`config.mk`:
```
export PLATFORM = sky130hd
export DESIGN_NAME = uep_ctrl
export DESIGN_NICKNAME = d
export VERILOG_FILES = /design/src/pkg/uep_pkg.sv /design/src/core/uep_in_ep.sv /design/src/core/uep_ctrl.sv
export SDC_FILE = /design/constraint.sdc
export NUM_CORES = 1
export LEC_CHECK = 0
export BUFFER_PORTS_ARGS = -buffer_cell sky130_fd_sc_hd__buf_4
export CAP_MARGIN = 25
export CORE_UTILIZATION = 59
export CTS_BUF_LIST = sky130_fd_sc_hd__clkbuf_4 sky130_fd_sc_hd__clkbuf_8
export CTS_CLUSTER_DIAMETER = 60
export CTS_CLUSTER_SIZE = 12
export DETAILED_ROUTE_END_ITERATION = 7
export GPL_ROUTABILITY_DRIVEN = 0
export PLACE_DENSITY = 0.9
export SLEW_MARGIN = 40
export SYNTH_ARGS = -nofsm -noshare
export SYNTH_HDL_FRONTEND = slang
export SYNTH_SLANG_ARGS = --single-unit
```
`constraint.sdc`:
```
create_clock -name aclk -period 5.2 [get_ports aclk]
set_input_delay 0 -clock aclk [delete_from_list [all_inputs] [get_ports aclk]]
set_output_delay 0 -clock aclk [all_outputs]
set_load 0.01 [all_outputs]
```
`src/pkg/uep_pkg.sv`:
```
// Purpose: Shared constants for the endpoint 0 and IN endpoint control block
// Assumes: Register indices are word indices; byte address is four times the index
// Notes: Reply codes are what the block hands the USB engine for each IN token

package uep_pkg;
  // ----------------------------------------------------------------
  // Register map
  // ----------------------------------------------------------------
  localparam int unsigned ADDR_W = 18;
  localparam logic [15:0] IDX_IRQ_ENABLE = 16'hde07;
  localparam logic [15:0] IDX_SELECT = 16'hde0e;
  localparam logic [15:0] IDX_CSR = 16'hde11;
  localparam logic [15:0] IDX_IN_TYPE = 16'hde12;

  // ----------------------------------------------------------------
  // Endpoint 0 control/status fields
  // ----------------------------------------------------------------
  localparam int CS0_CLR_PREMATURE = 7;
  localparam int CS0_CLR_RX = 6;
  localparam int CS0_STALL_REQ = 5;
  localparam int CS0_PREMATURE = 4;
  localparam int CS0_DATA_END = 3;
  localparam int CS0_STALL_SENT = 2;
  localparam int CS0_TX_READY = 1;
  localparam int CS0_RX_READY = 0;

  // ----------------------------------------------------------------
  // IN endpoint control/status fields
  // ----------------------------------------------------------------
  localparam int IN_TOGGLE_RESET = 6;
  localparam int IN_STALL_SENT = 5;
  localparam int IN_STALL_REQ = 4;
  localparam int IN_FLUSH = 3;
  localparam int IN_UNDERRUN = 2;
  localparam int IN_OCCUPIED = 1;
  localparam int IN_TX_READY = 0;
  localparam int TYPE_ISO = 6;

  // ----------------------------------------------------------------
  // Reset values, sizes and codes
  // ----------------------------------------------------------------
  localparam int NUM_IN_EP = 5;
  localparam logic [5:0] IRQ_ENABLE_RESET = 6'h3f;
  localparam logic [3:0] INDEX_RESET = 4'h0;
  localparam logic [3:0] INDEX_MAX = 4'h5;
  localparam logic [1:0] FIFO_SLOTS = 2'h2;
  localparam logic [1:0] REPLY_DATA = 2'h0;
  localparam logic [1:0] REPLY_NAK = 2'h1;
  localparam logic [1:0] REPLY_STALL = 2'h2;
  localparam logic [1:0] REPLY_ZLP = 2'h3;
  localparam logic [1:0] RESP_OKAY = 2'h0;
  localparam logic [1:0] RESP_SLVERR = 2'h2;
endpackage

```
`src/core/uep_in_ep.sv`:
```
// Purpose: Control/status state of one IN endpoint
// Assumes: Engine loads at most two packets; events are one-cycle pulses
// Notes: Reply and status are combinational; the top registers them

`timescale 1ns/1ps

module uep_in_ep (
  // Clock and reset
  input wire logic aclk,
  input wire logic aresetn,
  // Firmware side
  input wire logic csr_wr,
  input wire logic [7:0] wdata,
  input wire logic iso,
  // Engine side
  input wire logic token,
  input wire logic sent,
  input wire logic load,
  // Results
  output logic [7:0] status,
  output logic [1:0] reply,
  output logic toggle,
  output logic irq_event,
  output logic flush_pulse
);
  logic stall_req, stall_sent, underrun, tx_ready;
  logic [1:0] occ;
  logic stall_ev, flush_wr, dec;

  // Event decode; stall has no effect on an isochronous endpoint
  assign stall_ev = token && stall_req && !iso;
  assign flush_wr = csr_wr && wdata[uep_pkg::IN_FLUSH];
  assign dec = (sent || flush_wr) && (occ != 2'h0);
  assign irq_event = sent || stall_ev;
  assign flush_pulse = flush_wr || stall_ev;

  // Reply chosen from state before this token's effects
  always_comb begin
    if (stall_ev) begin
      reply = uep_pkg::REPLY_STALL;
    end else if (tx_ready) begin
      reply = uep_pkg::REPLY_DATA;
    end else if (iso) begin
      reply = uep_pkg::REPLY_ZLP;
    end else begin
      reply = uep_pkg::REPLY_NAK;
    end
  end

  // Status view; self-clearing bits read zero
  assign status = {2'b00, stall_sent, stall_req, 1'b0, underrun, occ != 2'h0, tx_ready};

  // Stall request and stall-sent; hardware set wins over firmware clear
  always_ff @(posedge aclk) begin
    if (!aresetn) begin
      stall_req <= 1'b0;
      stall_sent <= 1'b0;
    end else begin
      if (csr_wr) begin
        stall_req <= wdata[uep_pkg::IN_STALL_REQ];
      end
      if (stall_ev) begin
        stall_sent <= 1'b1;
      end else if (csr_wr) begin
        stall_sent <= stall_sent & wdata[uep_pkg::IN_STALL_SENT];
      end
    end
  end

  // Underrun on every unstalled token that finds no packet ready
  always_ff @(posedge aclk) begin
    if (!aresetn) begin
      underrun <= 1'b0;
    end else if (token && !tx_ready && !stall_ev) begin
      underrun <= 1'b1;
    end else if (csr_wr) begin
      underrun <= underrun & wdata[uep_pkg::IN_UNDERRUN];
    end
  end

  // Packet ready: firmware sets, sent/flush/stall clear
  always_ff @(posedge aclk) begin
    if (!aresetn) begin
      tx_ready <= 1'b0;
    end else if (stall_ev || flush_wr || sent) begin
      tx_ready <= 1'b0;
    end else if (csr_wr) begin
      tx_ready <= wdata[uep_pkg::IN_TX_READY];
    end
  end

  // Occupancy; one flush write drops only one packet
  always_ff @(posedge aclk) begin
    if (!aresetn) begin
      occ <= 2'h0;
    end else if (stall_ev) begin
      occ <= 2'h0;
    end else if (load && !dec && occ != uep_pkg::FIFO_SLOTS) begin
      occ <= occ + 2'h1;
    end else if (dec && !load) begin
      occ <= occ - 2'h1;
    end
  end

  // Data toggle; the reset request beats a flip in the same cycle
  always_ff @(posedge aclk) begin
    if (!aresetn) begin
      toggle <= 1'b0;
    end else if (csr_wr && wdata[uep_pkg::IN_TOGGLE_RESET]) begin
      toggle <= 1'b0;
    end else if (sent) begin
      toggle <= ~toggle;
    end
  end

  // ----------------------------------------------------------------
  // Checks
  // ----------------------------------------------------------------
  AST_TOGGLE_RESET: assert property (@(posedge aclk) disable iff (!aresetn)
    csr_wr && wdata[uep_pkg::IN_TOGGLE_RESET] |=> !toggle && !status[6])
    else $error("toggle not reset");
  AST_STALL_FLUSH: assert property (@(posedge aclk) disable iff (!aresetn)
    stall_ev |=> stall_sent && occ == 2'h0 && !tx_ready)
    else $error("stall did not flush");
  AST_ISO_NO_STALL: assert property (@(posedge aclk) disable iff (!aresetn)
    iso |-> reply != uep_pkg::REPLY_STALL)
    else $error("isochronous endpoint stalled");
  AST_UNDERRUN: assert property (@(posedge aclk) disable iff (!aresetn)
    token && !tx_ready && !stall_ev |=> underrun)
    else $error("underrun not flagged");
  AST_FLUSH_ONE: assert property (@(posedge aclk) disable iff (!aresetn)
    flush_wr && !load && !sent && !token && occ == 2'h2 |=> occ == 2'h1 && !tx_ready)
    else $error("flush removed wrong count");
  AST_SENT_CLEAR: assert property (@(posedge aclk) disable iff (!aresetn)
    sent |=> !tx_ready)
    else $error("ready survived send");
  COV_UNDERRUN: cover property (@(posedge aclk) disable iff (!aresetn) token && !tx_ready);
endmodule // uep_in_ep

```
`src/core/uep_ctrl.sv`:
```
// Purpose: Endpoint 0 and IN endpoint 1-5 control/status with AXI4-Lite access
// Assumes: Engine events arrive on aclk as one-cycle pulses
// Notes: One shared control/status word, steered by the endpoint select index
// Operation
// - Shared status address shows endpoint 0 view at index 0, IN view at indices 1-5.
// - Writing clear-premature bit clears premature-end flag; clear bit reads zero.
// - Received packet sets rx-ready with interrupt; clear bit drops it.
// - Endpoint 0 stall request ends transaction with STALL, then clears itself.
// - Premature end sets flag, flushes endpoint 0 FIFO, requests interrupt.
// - Firmware sets data-end at last packet or zero-length; device clears it.
// - Endpoint 0 stall-sent set after STALL with interrupt; firmware clears.
// - Endpoint 0 tx-ready set by firmware; cleared with interrupt once sent.
// - Toggle reset forces next IN packet to DATA0; bit clears itself.
// - IN stall sent sets flag, flushes FIFO, drops ready, requests interrupt.
// - IN stall request answers tokens with STALL; ignored when isochronous.
// - Flush write drops one packet and tx-ready; two writes empty two.
// - Isochronous token without ready packet sends zero-length, flags underrun.
// - Bulk/interrupt NAK reply flags underrun; firmware clears it.
// - Occupied bit reads one while any packet sits in IN FIFO.
// - IN tx-ready set by firmware; cleared with interrupt once sent.
// - Per-endpoint interrupt enables, one enables, all reset to one.
// - IN type bit: zero bulk/interrupt, one isochronous.

`timescale 1ns/1ps

module uep_ctrl (
  // Clock and reset
  input wire logic aclk,
  input wire logic aresetn,
  // AXI4-Lite write address and data
  input wire logic awvalid,
  output logic awready,
  input wire logic [uep_pkg::ADDR_W-1:0] awaddr,
  input wire logic wvalid,
  output logic wready,
  input wire logic [31:0] wdata,
  input wire logic [3:0] wstrb,
  // AXI4-Lite write response
  output logic bvalid,
  input wire logic bready,
  output logic [1:0] bresp,
  // AXI4-Lite read
  input wire logic arvalid,
  output logic arready,
  input wire logic [uep_pkg::ADDR_W-1:0] araddr,
  output logic rvalid,
  input wire logic rready,
  output logic [31:0] rdata,
  output logic [1:0] rresp,
  // Endpoint 0 engine events
  input wire logic ep0_rx_packet,
  input wire logic ep0_premature_end,
  input wire logic ep0_stall_done,
  input wire logic ep0_tx_done,
  input wire logic ep0_phase_done,
  // Endpoint 0 engine controls
  output logic ep0_stall_request,
  output logic ep0_tx_packet_ready,
  output logic ep0_data_end,
  output logic ep0_fifo_flush,
  // IN endpoint engine events
  input wire logic in_token,
  input wire logic [2:0] in_token_ep,
  input wire logic in_sent,
  input wire logic [2:0] in_sent_ep,
  input wire logic fifo_load,
  input wire logic [2:0] fifo_load_ep,
  // IN endpoint engine controls
  output logic in_reply_valid,
  output logic [1:0] in_reply,
  output logic in_reply_toggle,
  output logic [4:0] in_flush,
  // Interrupt requests, bit 0 endpoint 0
  output logic [5:0] irq_request
);
  localparam int N = uep_pkg::NUM_IN_EP;

  // ----------------------------------------------------------------
  // Register state
  // ----------------------------------------------------------------
  logic [3:0] endpoint_select_index;
  logic [5:0] irq_enable;
  logic [N-1:0] iso_sel;
  logic premature, rx_ready, ep0_stall_sent;
  logic aw_full, w_full;
  logic [15:0] wr_idx;
  logic [7:0] wr_byte;
  logic wr_lane;

  // Decoded strobes and per-endpoint results
  logic wr_go, csr_wr, ep0_wr;
  logic [N-1:0] in_wr, tok, snt, ld, ev_in, fl_in, tog_in;
  logic [N-1:0][7:0] in_status;
  logic [N-1:0][1:0] rep_in;
  logic [7:0] ep0_status;
  logic [31:0] rd_word;
  logic rd_hit, wr_hit;
  logic [2:0] tok_sel;

  // Write fires once both halves are held and no response waits
  assign wr_go = aw_full && w_full && !bvalid;
  assign csr_wr = wr_go && wr_lane && wr_idx == uep_pkg::IDX_CSR;
  assign ep0_wr = csr_wr && endpoint_select_index == 4'h0;
  assign wr_hit = wr_idx == uep_pkg::IDX_CSR || wr_idx == uep_pkg::IDX_SELECT
    || wr_idx == uep_pkg::IDX_IRQ_ENABLE || wr_idx == uep_pkg::IDX_IN_TYPE;
  assign tok_sel = in_token_ep - 3'h1;

  // Per-endpoint strobes from engine and firmware
  always_comb begin
    for (int i = 0; i < N; i++) begin
      in_wr[i] = csr_wr && endpoint_select_index == 4'(i + 1);
      tok[i] = in_token && in_token_ep == 3'(i + 1);
      snt[i] = in_sent && in_sent_ep == 3'(i + 1);
      ld[i] = fifo_load && fifo_load_ep == 3'(i + 1);
    end
  end

  // ----------------------------------------------------------------
  // IN endpoints, one private state each
  // ----------------------------------------------------------------
  for (genvar g = 0; g < N; g++) begin : g_in
    uep_in_ep u_ep (
      .aclk(aclk),
      .aresetn(aresetn),
      .csr_wr(in_wr[g]),
      .wdata(wr_byte),
      .iso(iso_sel[g]),
      .token(tok[g]),
      .sent(snt[g]),
      .load(ld[g]),
      .status(in_status[g]),
      .reply(rep_in[g]),
      .toggle(tog_in[g]),
      .irq_event(ev_in[g]),
      .flush_pulse(fl_in[g])
    );
  end

  // ----------------------------------------------------------------
  // AXI4-Lite write channel
  // ----------------------------------------------------------------
  // Address and data are held separately so either may come first
  always_ff @(posedge aclk) begin
    if (!aresetn) begin
      aw_full <= 1'b0;
      awready <= 1'b0;
      wr_idx <= 16'h0000;
    end else if (awvalid && awready) begin
      aw_full <= 1'b1;
      awready <= 1'b0;
      wr_idx <= awaddr[17:2];
    end else if (wr_go) begin
      aw_full <= 1'b0;
    end else if (!aw_full && !bvalid) begin
      awready <= 1'b1;
    end
  end

  always_ff @(posedge aclk) begin
    if (!aresetn) begin
      w_full <= 1'b0;
      wready <= 1'b0;
      wr_byte <= 8'h00;
      wr_lane <= 1'b0;
    end else if (wvalid && wready) begin
      w_full <= 1'b1;
      wready <= 1'b0;
      wr_byte <= wdata[7:0];
      wr_lane <= wstrb[0];
    end else if (wr_go) begin
      w_full <= 1'b0;
    end else if (!w_full && !bvalid) begin
      wready <= 1'b1;
    end
  end

  // Response one cycle after both halves are held
  always_ff @(posedge aclk) begin
    if (!aresetn) begin
      bvalid <= 1'b0;
      bresp <= uep_pkg::RESP_OKAY;
    end else if (wr_go) begin
      bvalid <= 1'b1;
      bresp <= wr_hit ? uep_pkg::RESP_OKAY : uep_pkg::RESP_SLVERR;
    end else if (bready) begin
      bvalid <= 1'b0;
    end
  end

  // ----------------------------------------------------------------
  // Plain configuration registers
  // ----------------------------------------------------------------
  // Index keeps four bits; values above five select nothing
  always_ff @(posedge aclk) begin
    if (!aresetn) begin
      endpoint_select_index <= uep_pkg::INDEX_RESET;
      irq_enable <= uep_pkg::IRQ_ENABLE_RESET;
      iso_sel <= '0;
    end else if (wr_go && wr_lane) begin
      if (wr_idx == uep_pkg::IDX_SELECT) begin
        endpoint_select_index <= wr_byte[3:0];
      end
      if (wr_idx == uep_pkg::IDX_IRQ_ENABLE) begin
        irq_enable <= wr_byte[5:0];
      end
      if (wr_idx == uep_pkg::IDX_IN_TYPE && endpoint_select_index != 4'h0
          && endpoint_select_index <= uep_pkg::INDEX_MAX) begin
        iso_sel[3'(endpoint_select_index - 4'h1)] <= wr_byte[uep_pkg::TYPE_ISO];
      end
    end
  end

  // ----------------------------------------------------------------
  // Endpoint 0 control/status
  // ----------------------------------------------------------------
  // Hardware events win over a same-cycle firmware clear
  always_ff @(posedge aclk) begin
    if (!aresetn) begin
      premature <= 1'b0;
      rx_ready <= 1'b0;
      ep0_stall_sent <= 1'b0;
    end else begin
      if (ep0_premature_end) begin
        premature <= 1'b1;
      end else if (ep0_wr && wr_byte[uep_pkg::CS0_CLR_PREMATURE]) begin
        premature <= 1'b0;
      end
      if (ep0_rx_packet) begin
        rx_ready <= 1'b1;
      end else if (ep0_wr && wr_byte[uep_pkg::CS0_CLR_RX]) begin
        rx_ready <= 1'b0;
      end
      if (ep0_stall_done) begin
        ep0_stall_sent <= 1'b1;
      end else if (ep0_wr) begin
        ep0_stall_sent <= ep0_stall_sent & wr_byte[uep_pkg::CS0_STALL_SENT];
      end
    end
  end

  // Firmware-set handshake bits, cleared by the engine
  always_ff @(posedge aclk) begin
    if (!aresetn) begin
      ep0_stall_request <= 1'b0;
      ep0_tx_packet_ready <= 1'b0;
      ep0_data_end <= 1'b0;
    end else begin
      if (ep0_wr && wr_byte[uep_pkg::CS0_STALL_REQ]) begin
        ep0_stall_request <= 1'b1;
      end else if (ep0_stall_done) begin
        ep0_stall_request <= 1'b0;
      end
      if (ep0_wr && wr_byte[uep_pkg::CS0_TX_READY]) begin
        ep0_tx_packet_ready <= 1'b1;
      end else if (ep0_tx_done) begin
        ep0_tx_packet_ready <= 1'b0;
      end
      if (ep0_wr && wr_byte[uep_pkg::CS0_DATA_END]) begin
        ep0_data_end <= 1'b1;
      end else if (ep0_phase_done) begin
        ep0_data_end <= 1'b0;
      end
    end
  end

  // Clear bits are never stored, so they read zero
  assign ep0_status = {2'b00, ep0_stall_request, premature, ep0_data_end,
    ep0_stall_sent, ep0_tx_packet_ready, rx_ready};

  // ----------------------------------------------------------------
  // Engine-facing registered outputs
  // ----------------------------------------------------------------
  // Interrupt pulses gated by enables; flushes registered per endpoint
  always_ff @(posedge aclk) begin
    if (!aresetn) begin
      irq_request <= 6'h00;
      ep0_fifo_flush <= 1'b0;
      in_flush <= 5'h00;
    end else begin
      irq_request <= {ev_in, ep0_rx_packet | ep0_premature_end | ep0_stall_done
        | ep0_tx_done} & irq_enable;
      ep0_fifo_flush <= ep0_premature_end;
      in_flush <= fl_in;
    end
  end

  // Token answer one cycle after the token; unknown endpoints get none
  always_ff @(posedge aclk) begin
    if (!aresetn) begin
      in_reply_valid <= 1'b0;
      in_reply <= uep_pkg::REPLY_NAK;
      in_reply_toggle <= 1'b0;
    end else begin
      in_reply_valid <= in_token && in_token_ep != 3'h0 && in_token_ep <= 3'h5;
      if (in_token && in_token_ep != 3'h0 && in_token_ep <= 3'h5) begin
        in_reply <= rep_in[tok_sel];
        in_reply_toggle <= tog_in[tok_sel];
      end
    end
  end

  // ----------------------------------------------------------------
  // AXI4-Lite read channel
  // ----------------------------------------------------------------
  // Shared address steered by the index; out-of-range index reads zero
  always_comb begin
    rd_word = 32'h0000_0000;
    rd_hit = 1'b1;
    case (araddr[17:2])
      uep_pkg::IDX_CSR: begin
        if (endpoint_select_index == 4'h0) begin
          rd_word[7:0] = ep0_status;
        end else if (endpoint_select_index <= uep_pkg::INDEX_MAX) begin
          rd_word[7:0] = in_status[3'(endpoint_select_index - 4'h1)];
        end
      end
      uep_pkg::IDX_SELECT: rd_word[3:0] = endpoint_select_index;
      uep_pkg::IDX_IRQ_ENABLE: rd_word[5:0] = irq_enable;
      uep_pkg::IDX_IN_TYPE: begin
        if (endpoint_select_index != 4'h0 && endpoint_select_index <= uep_pkg::INDEX_MAX) begin
          rd_word[uep_pkg::TYPE_ISO] = iso_sel[3'(endpoint_select_index - 4'h1)];
        end
      end
      default: rd_hit = 1'b0;
    endcase
  end

  // Data registered one cycle after the address is taken
  always_ff @(posedge aclk) begin
    if (!aresetn) begin
      arready <= 1'b0;
      rvalid <= 1'b0;
      rdata <= 32'h0000_0000;
      rresp <= uep_pkg::RESP_OKAY;
    end else if (arvalid && arready) begin
      arready <= 1'b0;
      rvalid <= 1'b1;
      rdata <= rd_word;
      rresp <= rd_hit ? uep_pkg::RESP_OKAY : uep_pkg::RESP_SLVERR;
    end else if (rvalid && rready) begin
      rvalid <= 1'b0;
    end else if (!rvalid) begin
      arready <= 1'b1;
    end
  end

  // ----------------------------------------------------------------
  // Checks
  // ----------------------------------------------------------------
  AST_EP0_VIEW: assert property (@(posedge aclk) disable iff (!aresetn)
    arvalid && arready && araddr[17:2] == uep_pkg::IDX_CSR && endpoint_select_index == 4'h0
    |=> rdata[7:0] == $past(ep0_status))
    else $error("wrong view at index zero");
  AST_PREMATURE_CLR: assert property (@(posedge aclk) disable iff (!aresetn)
    ep0_wr && wr_byte[uep_pkg::CS0_CLR_PREMATURE] && !ep0_premature_end |=> !premature)
    else $error("premature flag not cleared");
  AST_RX_IRQ: assert property (@(posedge aclk) disable iff (!aresetn)
    ep0_rx_packet && irq_enable[0] |=> rx_ready && irq_request[0])
    else $error("rx ready without interrupt");
  AST_STALL_SELF_CLEAR: assert property (@(posedge aclk) disable iff (!aresetn)
    ep0_stall_done && !(ep0_wr && wr_byte[uep_pkg::CS0_STALL_REQ])
    |=> !ep0_stall_request && ep0_stall_sent)
    else $error("stall request stayed set");
  AST_PREMATURE_FLUSH: assert property (@(posedge aclk) disable iff (!aresetn)
    ep0_premature_end |=> premature && ep0_fifo_flush
    ##1 (!ep0_fifo_flush || $past(ep0_premature_end)))
    else $error("premature end not flushed");
  AST_IRQ_MASK: assert property (@(posedge aclk) disable iff (!aresetn)
    !irq_enable[0] |=> !irq_request[0])
    else $error("masked interrupt raised");
  AST_WRITE_RESP: assert property (@(posedge aclk) disable iff (!aresetn)
    wr_go |=> bvalid && !awready && !wready)
    else $error("write response late");
  COV_EP0_STALL: cover property (@(posedge aclk) disable iff (!aresetn)
    ep0_stall_request ##[1:20] ep0_stall_done);
  COV_DATA_END: cover property (@(posedge aclk) disable iff (!aresetn)
    ep0_data_end ##1 ep0_phase_done);
  COV_IN_STALL: cover property (@(posedge aclk) disable iff (!aresetn)
    in_reply_valid && in_reply == uep_pkg::REPLY_STALL);
endmodule // uep_ctrl

```
; ---- Word level (Yosys, flattened, before mapping)
; Index checks and enable logic that the tools add are counted.
[word_totals]
latchBits = 0
romBits = 0
elab_cells = 418
register_bits = 116
mem_count = 0
ramBits = 0
[op_classes]
n_mux = 85
n_bitwise = 24
mul = 0
addsub = 12
n_reduce_logical = 201
n_eq_ne = 33
shift = 0
div_mod_pow = 0
order_cmp = 5
[ops]
columns = cell, n
row1 = $eq A16 B16 Y1 const B, 8
row2 = $logic_and A1 B1 Y1, 92
row3 = $reduce_bool A2 Y1, 30
row4 = $mux W2, 28
row5 = $mux W1, 45
row6 = $reduce_or A2 Y1, 18
row7 = $logic_not A1 Y1, 28
row8 = $bmux W8 S3, 1
row9 = $mux W8, 3
row10 = $logic_or A1 B1 Y1, 23
row11 = $eq A3 B2 Y1 const B, 6
row12 = $eq A3 B3 Y1 const B, 6
row13 = $pmux W4 S3, 1
row14 = $reduce_and A2 Y1, 6
row15 = $and A1 B1 Y1, 11
row16 = $add A2 B1 Y2 const B, 5
row17 = $ne A2 B2 Y1 const B, 5
row18 = $sub A2 B1 Y2 const B, 5
row19 = $eq A3 B1 Y1 const B, 3
row20 = $not A1 Y1, 9
row21 = $eq A4 B2 Y1 const B, 2
row22 = $eq A4 B3 Y1 const B, 2
row23 = $lt A3 B4 Y1 const B, 2
row24 = $and A6 B6 Y6, 1
row25 = 16 further kinds, 20

; ---- Logic depth before layout (Yosys ltp)
; Gate-level depths: netlist of run 1.
[depth]
word_depth = 12
depth_mapped = 10
depth_no_buf = 7

; ---- Hierarchy
; From an unflattened synthesis of run 1, not the netlist that was laid out.
[unflattened]
hier_cells = 777
area_unflattened_um2 = 6451.2
[modules_own_cells]
columns = mod, area_per_inst_um2, n_inst, cells_each
row1 = uep_ctrl, 4393.0, 1, 522
row2 = uep_in_ep, 411.6, 5, 51

; ---- Least setup slack after synthesis of run 1
; Ideal clock, no wire load.
[synth_timing]
kind = reg2reg
start = reg endpoint_select_index[0]
end = reg iso_sel[4]
stages_incl_launch_ff = 9
setup_ns = 0.143
setup_slack_ns = 2.824
period_less_slack_ns = 2.376
arrival_ns = 2.233
cell_sequence = dfxtp_1 clkbuf_1 inv_1 ha_1 nor2b_1 a211oi_1 nand4_1 o311ai_0 o41ai_1
[synth_between]
elab_chain_len = 6
word_cells_on_any_way = 12
[synth_lines]
columns = item, line
row1 = start: declaration, uep_ctrl.sv:81  ; logic [3:0] endpoint_select_index;
row2 = start signal: assignment, uep_ctrl.sv:196  ; endpoint_select_index <= uep_pkg::INDEX_RESET;
row3 = start signal: assignment, uep_ctrl.sv:201  ; endpoint_select_index <= wr_byte[3:0];
row4 = $sub A3 B1 Y3, uep_ctrl.sv:208  ; iso_sel[3'(endpoint_select_index - 4'h1)] <= wr_byte[uep_pkg::TYPE_ISO];
row5 = $lt A3 B4 Y1 (not written as such) / $ge A3 B1 Y1 (equally long branches), uep_ctrl.sv:208
row6 = $logic_and A1 B1 Y1 (not written as such), uep_ctrl.sv:208
row7 = $mux W1 (not written as such), uep_ctrl.sv:208
row8 = $demux W1 S3, uep_ctrl.sv:208
row9 = $bwmux W5, uep_ctrl.sv:208
row10 = end signal: indexed assignment, uep_ctrl.sv:208
row11 = end: declaration, uep_ctrl.sv:83  ; logic [N-1:0] iso_sel;
; Several ways; a longest one is shown, not always the timed one.
; A chain may end at the register's enable or synchronous reset.

; ---- Worst setup path after layout of run 1
; Ends and elaborated chain as after synthesis.

==> results of run 1 <==
==> sequential cells by signal, summed over array words and instances (netlist names), 2 cells and up <==
name / flops
wr_idx: 16
g_in.u_ep.occ: 10
wr_byte: 8
rdata: 7
irq_enable: 6
irq_request: 6
g_in.u_ep.stall_req: 5
g_in.u_ep.stall_sent: 5
g_in.u_ep.toggle: 5
g_in.u_ep.tx_ready: 5
g_in.u_ep.underrun: 5
in_flush: 5
iso_sel: 5
endpoint_select_index: 4
in_reply: 2
==> tightest hold or removal path, stage by stage <==
cell	delay (ns)
buf_4	0.13
nor4b_1	0.14
nand4_1	0.08
o21ai_0	0.06
==> cells by family (layout without fill, tap and decap cells) <==
group | count (synthesis) | after routing
DFF | 113 | 113
muxes | 36 | 36
other | 1 | 27
adders and majority gates | 9 | 9
xor gates and xnor gates | 13 | 13
and+or+nand+nor | 253 | 253
buffers and inverters | 88 | 213
AOI/OAI and AO/OA | 180 | 180
==> layout make-up <==
cell class,instances,share of cell area
multi-input combinational,518,0.432
timing repair buffer,152,0.170
sequential,113,0.302
inverter,29,0.0145
clock buffer,17,0.0313
clock inverter,15,0.0281
tap,129,0.0216
==> worst max path at each step <==
stage	to	slack, ns	from
final	iso_sel[4]	1.69	endpoint_select_index[0]
after CTS	iso_sel[4]	1.90	endpoint_select_index[0]
after global placement	rdata[0]	1.98	endpoint_select_index[0]
after global routing	iso_sel[4]	1.67	endpoint_select_index[0]
after detailed placement	iso_sel[4]	1.99	endpoint_select_index[0]
after floorplan	iso_sel[4]	2.82	endpoint_select_index[0]
==> metal layers <==
layer / GRT usage / wire, um / up-vias
met3: 0.0780 / 1690 / 104
li1: - / - / 2726
met5: 0 / 0 / -
met4: 0.192 / 854 / 0
met2: 0.613 / 8860 / 423
met1: 0.429 / 6940 / 2814
==> report_power, final <==
group	leakage, nW	switching [mW]	internal, mW
Sequential	0.919	0.0270	0.893
Combinational	1.91	0.123	0.112
Clock	0.217	0.397	0.528
==> per-stage QoR <==
| step | cells | area, um^2 | worst slack (ns) | hold slack (ns) |
|---|---|---|---|---|
| floorplan | 719 | 5920 | 2.82 | 0.117 |
| global placement | 888 | 6490 | 1.98 | 0.231 |
| detailed placement | 888 | 6510 | 1.99 | 0.236 |
| CTS | 973 | 7480 | 1.90 | 0.00411 |
| global route | 973 | 7480 | 1.67 | 0.0281 |
| finish | 973 | 7480 | 1.69 | 0.0135 |
==> cell usage in the layout, fill, tap and decap left out, types with 11 or more instances in the layout <==
| cell | count |
|---|---|
| inv_1 | 28 |
| nand3b_1 | 12 |
| dlygate4sd3_1 | 53 |
| nor2b_1 | 12 |
| nand4_1 | 11 |
| dfxtp_1 | 113 |
| nor3_1 | 13 |
| buf_4 | 99 |
| nor2_1 | 31 |
| clkbuf_8 | 17 |
| mux2i_1 | 31 |
| o21ai_0 | 38 |
| nand2_1 | 94 |
| a21oi_1 | 77 |
| conb_1 | 27 |
==> impl_metrics.yaml, run 1 <==
run_status:
  run_status: "complete, no violations"
synth:
  synth.most_common_cell: "dfxtp_1"
  synth_edf_count: 0
  ys_seq_area_frac: 0.389
  synth-seq-cells: 113
  yosys_warnings: 0
  netlist.area_leader.share: 0.389
  synth_cell_types: 64
  synthCells: 693
  synth_top_family_by_area: "simple AND/OR/NAND/NOR gates"
  synth_flop_cell: "dfxtp_1"
  synthSimpleGateAreaFrac: 0.238
  synth_area_um2: 5820
  synthTopCellsByCount: "dfxtp_1 (113), nand2_1 (94), a21oi_1 (77)"
  synth-compound-area-share: 0.190
  avgSynthCellArea_um2: 8.40
  yosys.area.top_type: "dfxtp_1"
  synth-adder-area-share: 0.0194
  synthArstFlopShare: 0
  synth.area.mux_share: 0.0688
  synth_area_leaders: "dfxtp_1 (39%), a21oi_1 (6.6%), nand2_1 (6.1%), mux2i_1 (5.3%), buf_4 (3.6%)"
  synth_xor_area_frac: 0.0196
worst_setup_path:
  crit_path_cell_trace: "inv_1 -> ha_1 -> nor2b_1 -> a211oi_1 -> nand4_1 -> o311ai_0 -> o41ai_1"
  worstRegToRegCells: 7
  worst_ep_arrival_time_ns: 3.80
  endpoint_kind: "flip-flop"
  worstPathRequired_ns: 5.49
  slowest_stage: "dfxtp_1"
  cpLargestDelayFamily: "compound AO/OA/AOI/OAI gates"
  r2r_start: "endpoint_select_index[0]"
  startpoint_type: "flip-flop"
  path_depth: 7
  worst-path-buf-inv: 1
  reg2reg_slack_ns: 1.69
  worstSetupPathType: "flip-flop to flip-flop"
  reg2reg_to: "iso_sel[4]"
  critical-path-max-stage-delay_ns: 0.84
  crit_fanout: 18
clock_network:
  clock_sinks: 113
  cts_root_buf: "clkbuf_8"
  clkLatencyLatePin_ns: 0.44
  cts.path.max_buffers: 2
  cts_resized: 0
  h-tree-depth: 4
  path_clk_slew_ns: 0.08
  post_cts_buffers: 0
  tritoncts: "done"
  cts_hold_buf: 53
  cts_buffers: 17
finish:
  diodes: 0
  fin_nets: 936
  area_delta_synth_final_pct: 28.6
  layout-drive-gt1-share: 0.177
  final_util: 0.795
  fillers: 574
  regArea_um2: 2260
  multi_input_area_um2: 3230
global_route:
  antenna_found_initial: 0
  grt_first_pass_wirelength_mm: 28.5
  grt_max_degree: 65
  grt_pass1_vias: 5742
  grt_overflow_total: 0
  grt_usage: 0.361
floorplanning:
  rows: 35
  core_um2: 9420
  start_util: 0.618
  boundaryPins: 156
  die_x_um: 101
  die-area_um2: 10300
  die-height_um: 101
detailed_routing:
  vias: 6067
  drt_first_iter_violations: 655
  postRouteAntennaNets: 0
  drt_first_pass_iters: 5
  totalWireLength_mm: 18.3
  post_drt_wl_per_cell_um: 18.9
  route.detailed.drc: 0
  viasPerCell: 6.24
power_and_ir_drop:
  ir_drop_v: 0.000221
  totalPowerFinal_mw: 2.08
  power_leakage_nw: 3.05
  power_density_nw_per_um2: 278
sta:
  fin_skew_ns: 0.0132
  layout_min_cycle_time_ns: 3.51
  relSlewSlack: 0.464
  finalSetupTns_ns: 0
  hold_viol: 0
  min_period_over_period: 0.674
  setup_viol: 0
  clock.fmax_ghz: 0.285
  rsz0062_at_grt: "false"
  worst_pin_slew_ns: 0.804
  slew_violations: 0
place:
  portBuffers: 97
  hpwl_mm: 11.5
min_path:
  min_path_cells: 4
  holdPathEnd: "rdata[6]"
  hold_path.class: "input port to flip-flop"
  min-delay-start: "araddr[3]"
flow_run:
  cap_violations: 0
Power figures use the tool's default switching activity.
==> inputs of run 2 (changes only) <==
CORE_UTILIZATION = 55   (was 59)
PLACE_DENSITY = 0.85   (was 0.9)
clock period = 3.45 ns   (was 5.2 ns; I/O delays follow)
==> impl_metrics.yaml, run 2 (synthesized netlist as in run 1, its figures left out) <==
flow_run:
  cap_violations: 0
detailed_routing:
  post_drt_wl_per_cell_um: 17.6
  vias: 5901
  drt_first_iter_violations: 561
  postRouteAntennaNets: 0
  viasPerCell: 6.03
  totalWireLength_mm: 17.2
  route.detailed.drc: 0
  drt_first_pass_iters: 5
clock_network:
  path_clk_slew_ns: 0.07
  h-tree-depth: 4
  clkLatencyLatePin_ns: 0.43
  cts_resized: 0
  post_cts_buffers: 0
  cts_hold_buf: 48
  cts.path.max_buffers: 2
  clock_sinks: 113
  tritoncts: "done"
  cts_buffers: 17
  cts_root_buf: "clkbuf_8"
finish:
  final_common_cell: "dfxtp_1"
  largest_register: "wr_idx"
  multi_input_area_um2: 3220
  stdcell_area_um2: 7450
  final_util: 0.725
  area_delta_synth_final_pct: 28.0
  fin_nets: 936
  fillers: 754
  stdcell_count: 978
  largest_reg_flops: 16
  diodes: 0
  layout-drive-gt1-share: 0.178
  regArea_um2: 2260
  reg_top3: "wr_idx (16), g_in.u_ep.occ (10), wr_byte (8)"
  final_cell_mix: "dfxtp_1 (113), buf_4 (104), nand2_1 (94), a21oi_1 (77), dlygate4sd3_1 (48)"
worst_setup_path:
  startpoint_type: "flip-flop"
  worstPathRequired_ns: 3.80
  reg2reg_slack_ns: 0.79
  endpoint_kind: "flip-flop"
  r2r_start: "endpoint_select_index[1]"
  worst_ep_arrival_time_ns: 3.02
  worstSetupPathType: "flip-flop to flip-flop"
  crit_fanout: 7
  reg2reg_to: "iso_sel[2]"
  worstRegToRegCells: 7
min_path:
  min_path_cells: 4
  holdPathEnd: "g_in[4].u_ep.occ[0]"
  min-delay-start: "fifo_load_ep[2]"
  hold_path.class: "input port to flip-flop"
sta:
  setup_viol: 0
  layout_min_cycle_time_ns: 2.66
  clock.fmax_ghz: 0.376
  hold_viol: 0
  worst_pin_slew_ns: 0.787
  finalSetupTns_ns: 0
  slew_violations: 0
  rsz0062_at_grt: "false"
  min_period_over_period: 0.771
  relSlewSlack: 0.468
  fin_skew_ns: 0.00925
power_and_ir_drop:
  power_density_nw_per_um2: 413
  power_switching_mw: 0.745
  seq_power_share: 0.450
  p_int_mw: 2.34
  ir_drop_v: 0.000400
  clock_power_share: 0.439
  pwr-share-comb: 0.111
  switching_share: 0.242
  power_leakage_nw: 3.04
floorplanning:
  die-height_um: 105
  die-area_um2: 11000
  rows: 37
  core_um2: 10300
  start_util: 0.566
  boundaryPins: 156
  die_x_um: 105
global_route:
  grt_overflow_total: 0
  antenna_found_initial: 0
  grt_usage: 0.322
  grt_first_pass_wirelength_mm: 28.0
  grt_pass1_vias: 5845
  grt_max_degree: 65
run_status:
  run_status: "complete, no violations"
place:
  dp.cells: 900
  dpl_cell_area_um2: 6540
  portBuffers: 97
  hpwl_mm: 11.6
==> run 2: worst max path at each step <==
| stage | startpoint | end | slack (ns) |
|---|---|---|---|
| 2_1_floorplan | endpoint_select_index[0] | iso_sel[4] | 1.07 |
| 3_5_place_dp | endpoint_select_index[1] | iso_sel[2] | 0.92 |
| 6_report | endpoint_select_index[1] | iso_sel[2] | 0.79 |
| 4_1_cts | endpoint_select_index[1] | iso_sel[2] | 0.89 |
| 5_1_grt | endpoint_select_index[1] | iso_sel[2] | 0.53 |
| 3_3_place_gp | endpoint_select_index[1] | iso_sel[4] | 1.01 |
==> run 2: final cells by class <==
cell class	instances	area share
clock buffers	20	0.0361
well taps	136	0.0228
clock inverters	10	0.0215
multi-input cells	518	0.432
repair buffers	152	0.169
inverters	29	0.0146
flip-flops and latches	113	0.304
==> run 2: per-stage QoR <==
| stage | hold WS [ns] | setup slack (ns) | power, mW |
|---|---|---|---|
| 2_1_floorplan | 0.117 | 1.07 | 1.59 |
| 3_3_place_gp | 0.230 | 1.01 | 1.69 |
| 3_5_place_dp | 0.236 | 0.916 | 1.70 |
| 4_1_cts | 0.0121 | 0.885 | 3.07 |
| 5_1_grt | 0.0281 | 0.533 | 3.17 |
| 6_report | 0.0148 | 0.790 | 3.08 |
==> run 2: power groups by stage <==
| stage | Combinational, mW | Sequential [mW] | Clock [mW] |
|---|---|---|---|
| after CTS | 0.333 | 1.38 | 1.35 |
| after global routing | 0.371 | 1.39 | 1.41 |
| after global placement | 0.278 | 1.41 | 0 |
| after floorplan | 0.186 | 1.41 | 0 |
| final | 0.342 | 1.39 | 1.35 |
| after detailed placement | 0.289 | 1.41 | 0 |
==> run 2: worst max-delay path, stage by stage (launching register included) <==
cell      delay, ns
dfxtp_1        0.44
inv_1          0.09
ha_1           0.28
nor2b_1        0.22
a211oi_1       0.52
nand4_1        0.40
nor4_1         0.41
mux2i_1        0.23
==> run 2: layer usage <==
metal,GRT usage,up-vias,part of all wire
met5,0,-,0
met4,0.140,0,0.034
met3,0.0861,63,0.093
met2,0.548,351,0.49
met1,0.382,2763,0.38
li1,-,2724,-
==> inputs of run 3 (changes only) <==
CORE_UTILIZATION = 49   (was 55)
PLACE_DENSITY = 0.8   (was 0.85)
clock period = 2.4 ns   (was 3.45 ns; I/O delays follow)
==> impl_metrics.yaml, run 3 (synthesized netlist as in run 1, its figures left out) <==
run_status:
  run_status: "complete, but fails checks"
  violations: "DRC"
min_path:
  holdPathEnd: "g_in[4].u_ep.occ[0]"
  min-delay-start: "fifo_load_ep[2]"
  hold_path.class: "input port to flip-flop"
  min_path_cells: 4
worst_setup_path:
  critical-path-max-stage-delay_ns: 0.45
  crit_path_cell_trace: "inv_1 -> ha_1 -> nor2b_1 -> a211oi_1 -> nand4_1 -> buf_4 -> o311ai_0 -> o41ai_1"
  cpLargestDelayFamily: "compound AO/OA/AOI/OAI gates"
  r2r_start: "endpoint_select_index[0]"
  startpoint_type: "flip-flop"
  worst_ep_arrival_time_ns: 2.64
  reg2reg_to: "iso_sel[0]"
  reg2reg_slack_ns: 0.05
  slowest_stage: "o311ai_0"
  crit_path_start: "endpoint_select_index[0]"
  crit_fanout: 7
  worst-path-buf-inv: 2
  worstRegToRegCells: 8
  worstPathRequired_ns: 2.69
  endpoint_kind: "flip-flop"
  worstSetupPathType: "flip-flop to flip-flop"
global_route:
  grt_overflow_total: 0
  antenna_found_initial: 0
  grt_usage: 0.288
  grt_first_pass_wirelength_mm: 28.2
  grt_max_degree: 38
  grt_pass1_vias: 5728
sta:
  worst_pin_slew_ns: 0.800
  layout_min_cycle_time_ns: 2.35
  min_period_over_period: 0.978
  clock.fmax_ghz: 0.426
  fin_skew_ns: 0.0137
  finalSetupTns_ns: 0
  hold_viol: 0
  slew_violations: 0
  relSlewSlack: 0.463
  setup_viol: 0
clock_network:
  h-tree-depth: 4
  cts_buffers: 17
  cts_root_buf: "clkbuf_8"
  clock_sinks: 113
  path_clk_slew_ns: 0.07
  cts.path.max_buffers: 2
  tritoncts: "done"
  clkLatencyLatePin_ns: 0.44
power_and_ir_drop:
  p_int_mw: 3.46
  switching_share: 0.247
  power_leakage_nw: 3.17
  seq_power_share: 0.433
  power_switching_mw: 1.14
  power_density_nw_per_um2: 597
  clock_power_share: 0.458
  totalPowerFinal_mw: 4.59
  pwr-share-comb: 0.109
  ir_drop_v: 0.000448
detailed_routing:
  vias: 5992
  postRouteAntennaNets: 0
  drt_first_pass_iters: 8
  drt_first_iter_violations: 590
  route.detailed.drc: 16
  post_drt_wl_per_cell_um: 17.5
  viasPerCell: 5.94
  totalWireLength_mm: 17.7
floorplanning:
  rows: 39
  core_um2: 11500
  die-area_um2: 12300
  die_x_um: 111
  boundaryPins: 156
  start_util: 0.505
  die-height_um: 111
flow_run:
  cap_violations: 0
finish:
  largest_register: "wr_idx"
  fillers: 872
  reg_top3: "wr_idx (16), g_in.u_ep.occ (10), wr_byte (8)"
  final_common_cell: "buf_4"
  multi_input_area_um2: 3250
  regArea_um2: 2260
  final_cell_mix: "buf_4 (123), dfxtp_1 (113), nand2_1 (94), a21oi_1 (77), dlygate4sd3_1 (51)"
  largest_reg_flops: 16
  fin_nets: 958
  stdcell_count: 1009
  area_delta_synth_final_pct: 32.3
  layout-drive-gt1-share: 0.203
  diodes: 0
place:
  dp.cells: 925
  hpwl_mm: 12.3
  portBuffers: 97
-- run 3: cell count changes in the layout (fill, tap and decap cells not counted), sizes merged --
| cell | delta |
|---|---|
| bufinv | +1 |
| buf | +19 |
| dlygate4sd3 | +3 |
| clkinvlp | -2 |
| clkinv | +4 |
| clkbuf | -1 |
-- run 3: cell type report --
class,instances,share of cell area
repair buffers,174,0.186
well taps,143,0.0232
clock inverters,13,0.0273
clock buffers,19,0.0332
inverters,29,0.0141
multi-input cells,518,0.422
flip-flops and latches,113,0.294
-- run 3: layer usage --
metal | track usage | share of wire
met1 | 0.335 | 0.39
met2 | 0.494 | 0.48
met3 | 0.0634 | 0.083
met4 | 0.155 | 0.048
met5 | 0 | 0
-- run 3: how the worst max path moves through the flow --
stage                          end  depth (start not counted)
2_1_floorplan           iso_sel[4]                          8
3_3_place_gp   g_in[4].u_ep.occ[0]                          5
3_5_place_dp   g_in[0].u_ep.occ[0]                          5
4_1_cts        g_in[0].u_ep.occ[0]                          5
5_1_grt                 iso_sel[0]                          8
6_report                iso_sel[0]                          8
-- run 3: power by group through the flow --
stage               logic, mW  registers [mW]  clock network, mW
finish                  0.501            1.99               2.10
global route            0.546            2.00               2.19
detailed placement      0.425            2.03                  0
CTS                     0.490            1.99               2.11
global placement        0.410            2.03                  0
floorplan               0.268            2.02                  0
-- run 3: metrics by stage --
step / area, um^2 / hold slack (ns) / util / worst slack (ns)
floorplan: 5920 / 0.117 / - / 0.0245
CTS: 7660 / 0.000407 / 0.665 / 0.0184
finish: 7700 / 0.00623 / 0.668 / 0.0530
detailed placement: 6690 / 0.233 / 0.581 / 0.102
global route: 7700 / 0.0303 / 0.668 / -0.0233
global placement: 6690 / 0.227 / 0.581 / 0.234
-- run 3: what timing repair did --
item / CTS / global route
hold buffers: 51 / 0
resized for setup: 0 / 6
endpoints found under the hold margin: 61 / 0
buffers inserted: 0 / 1
endpoints found under the setup margin: 0 / 9
-- run 3: tightest hold or removal path, delay by kind of cell --
kind                   cells  cell delay (ns)
AOI/OAI and AO/OA          1             0.07
buffers and inverters      1             0.12
and+or+nand+nor            2             0.20
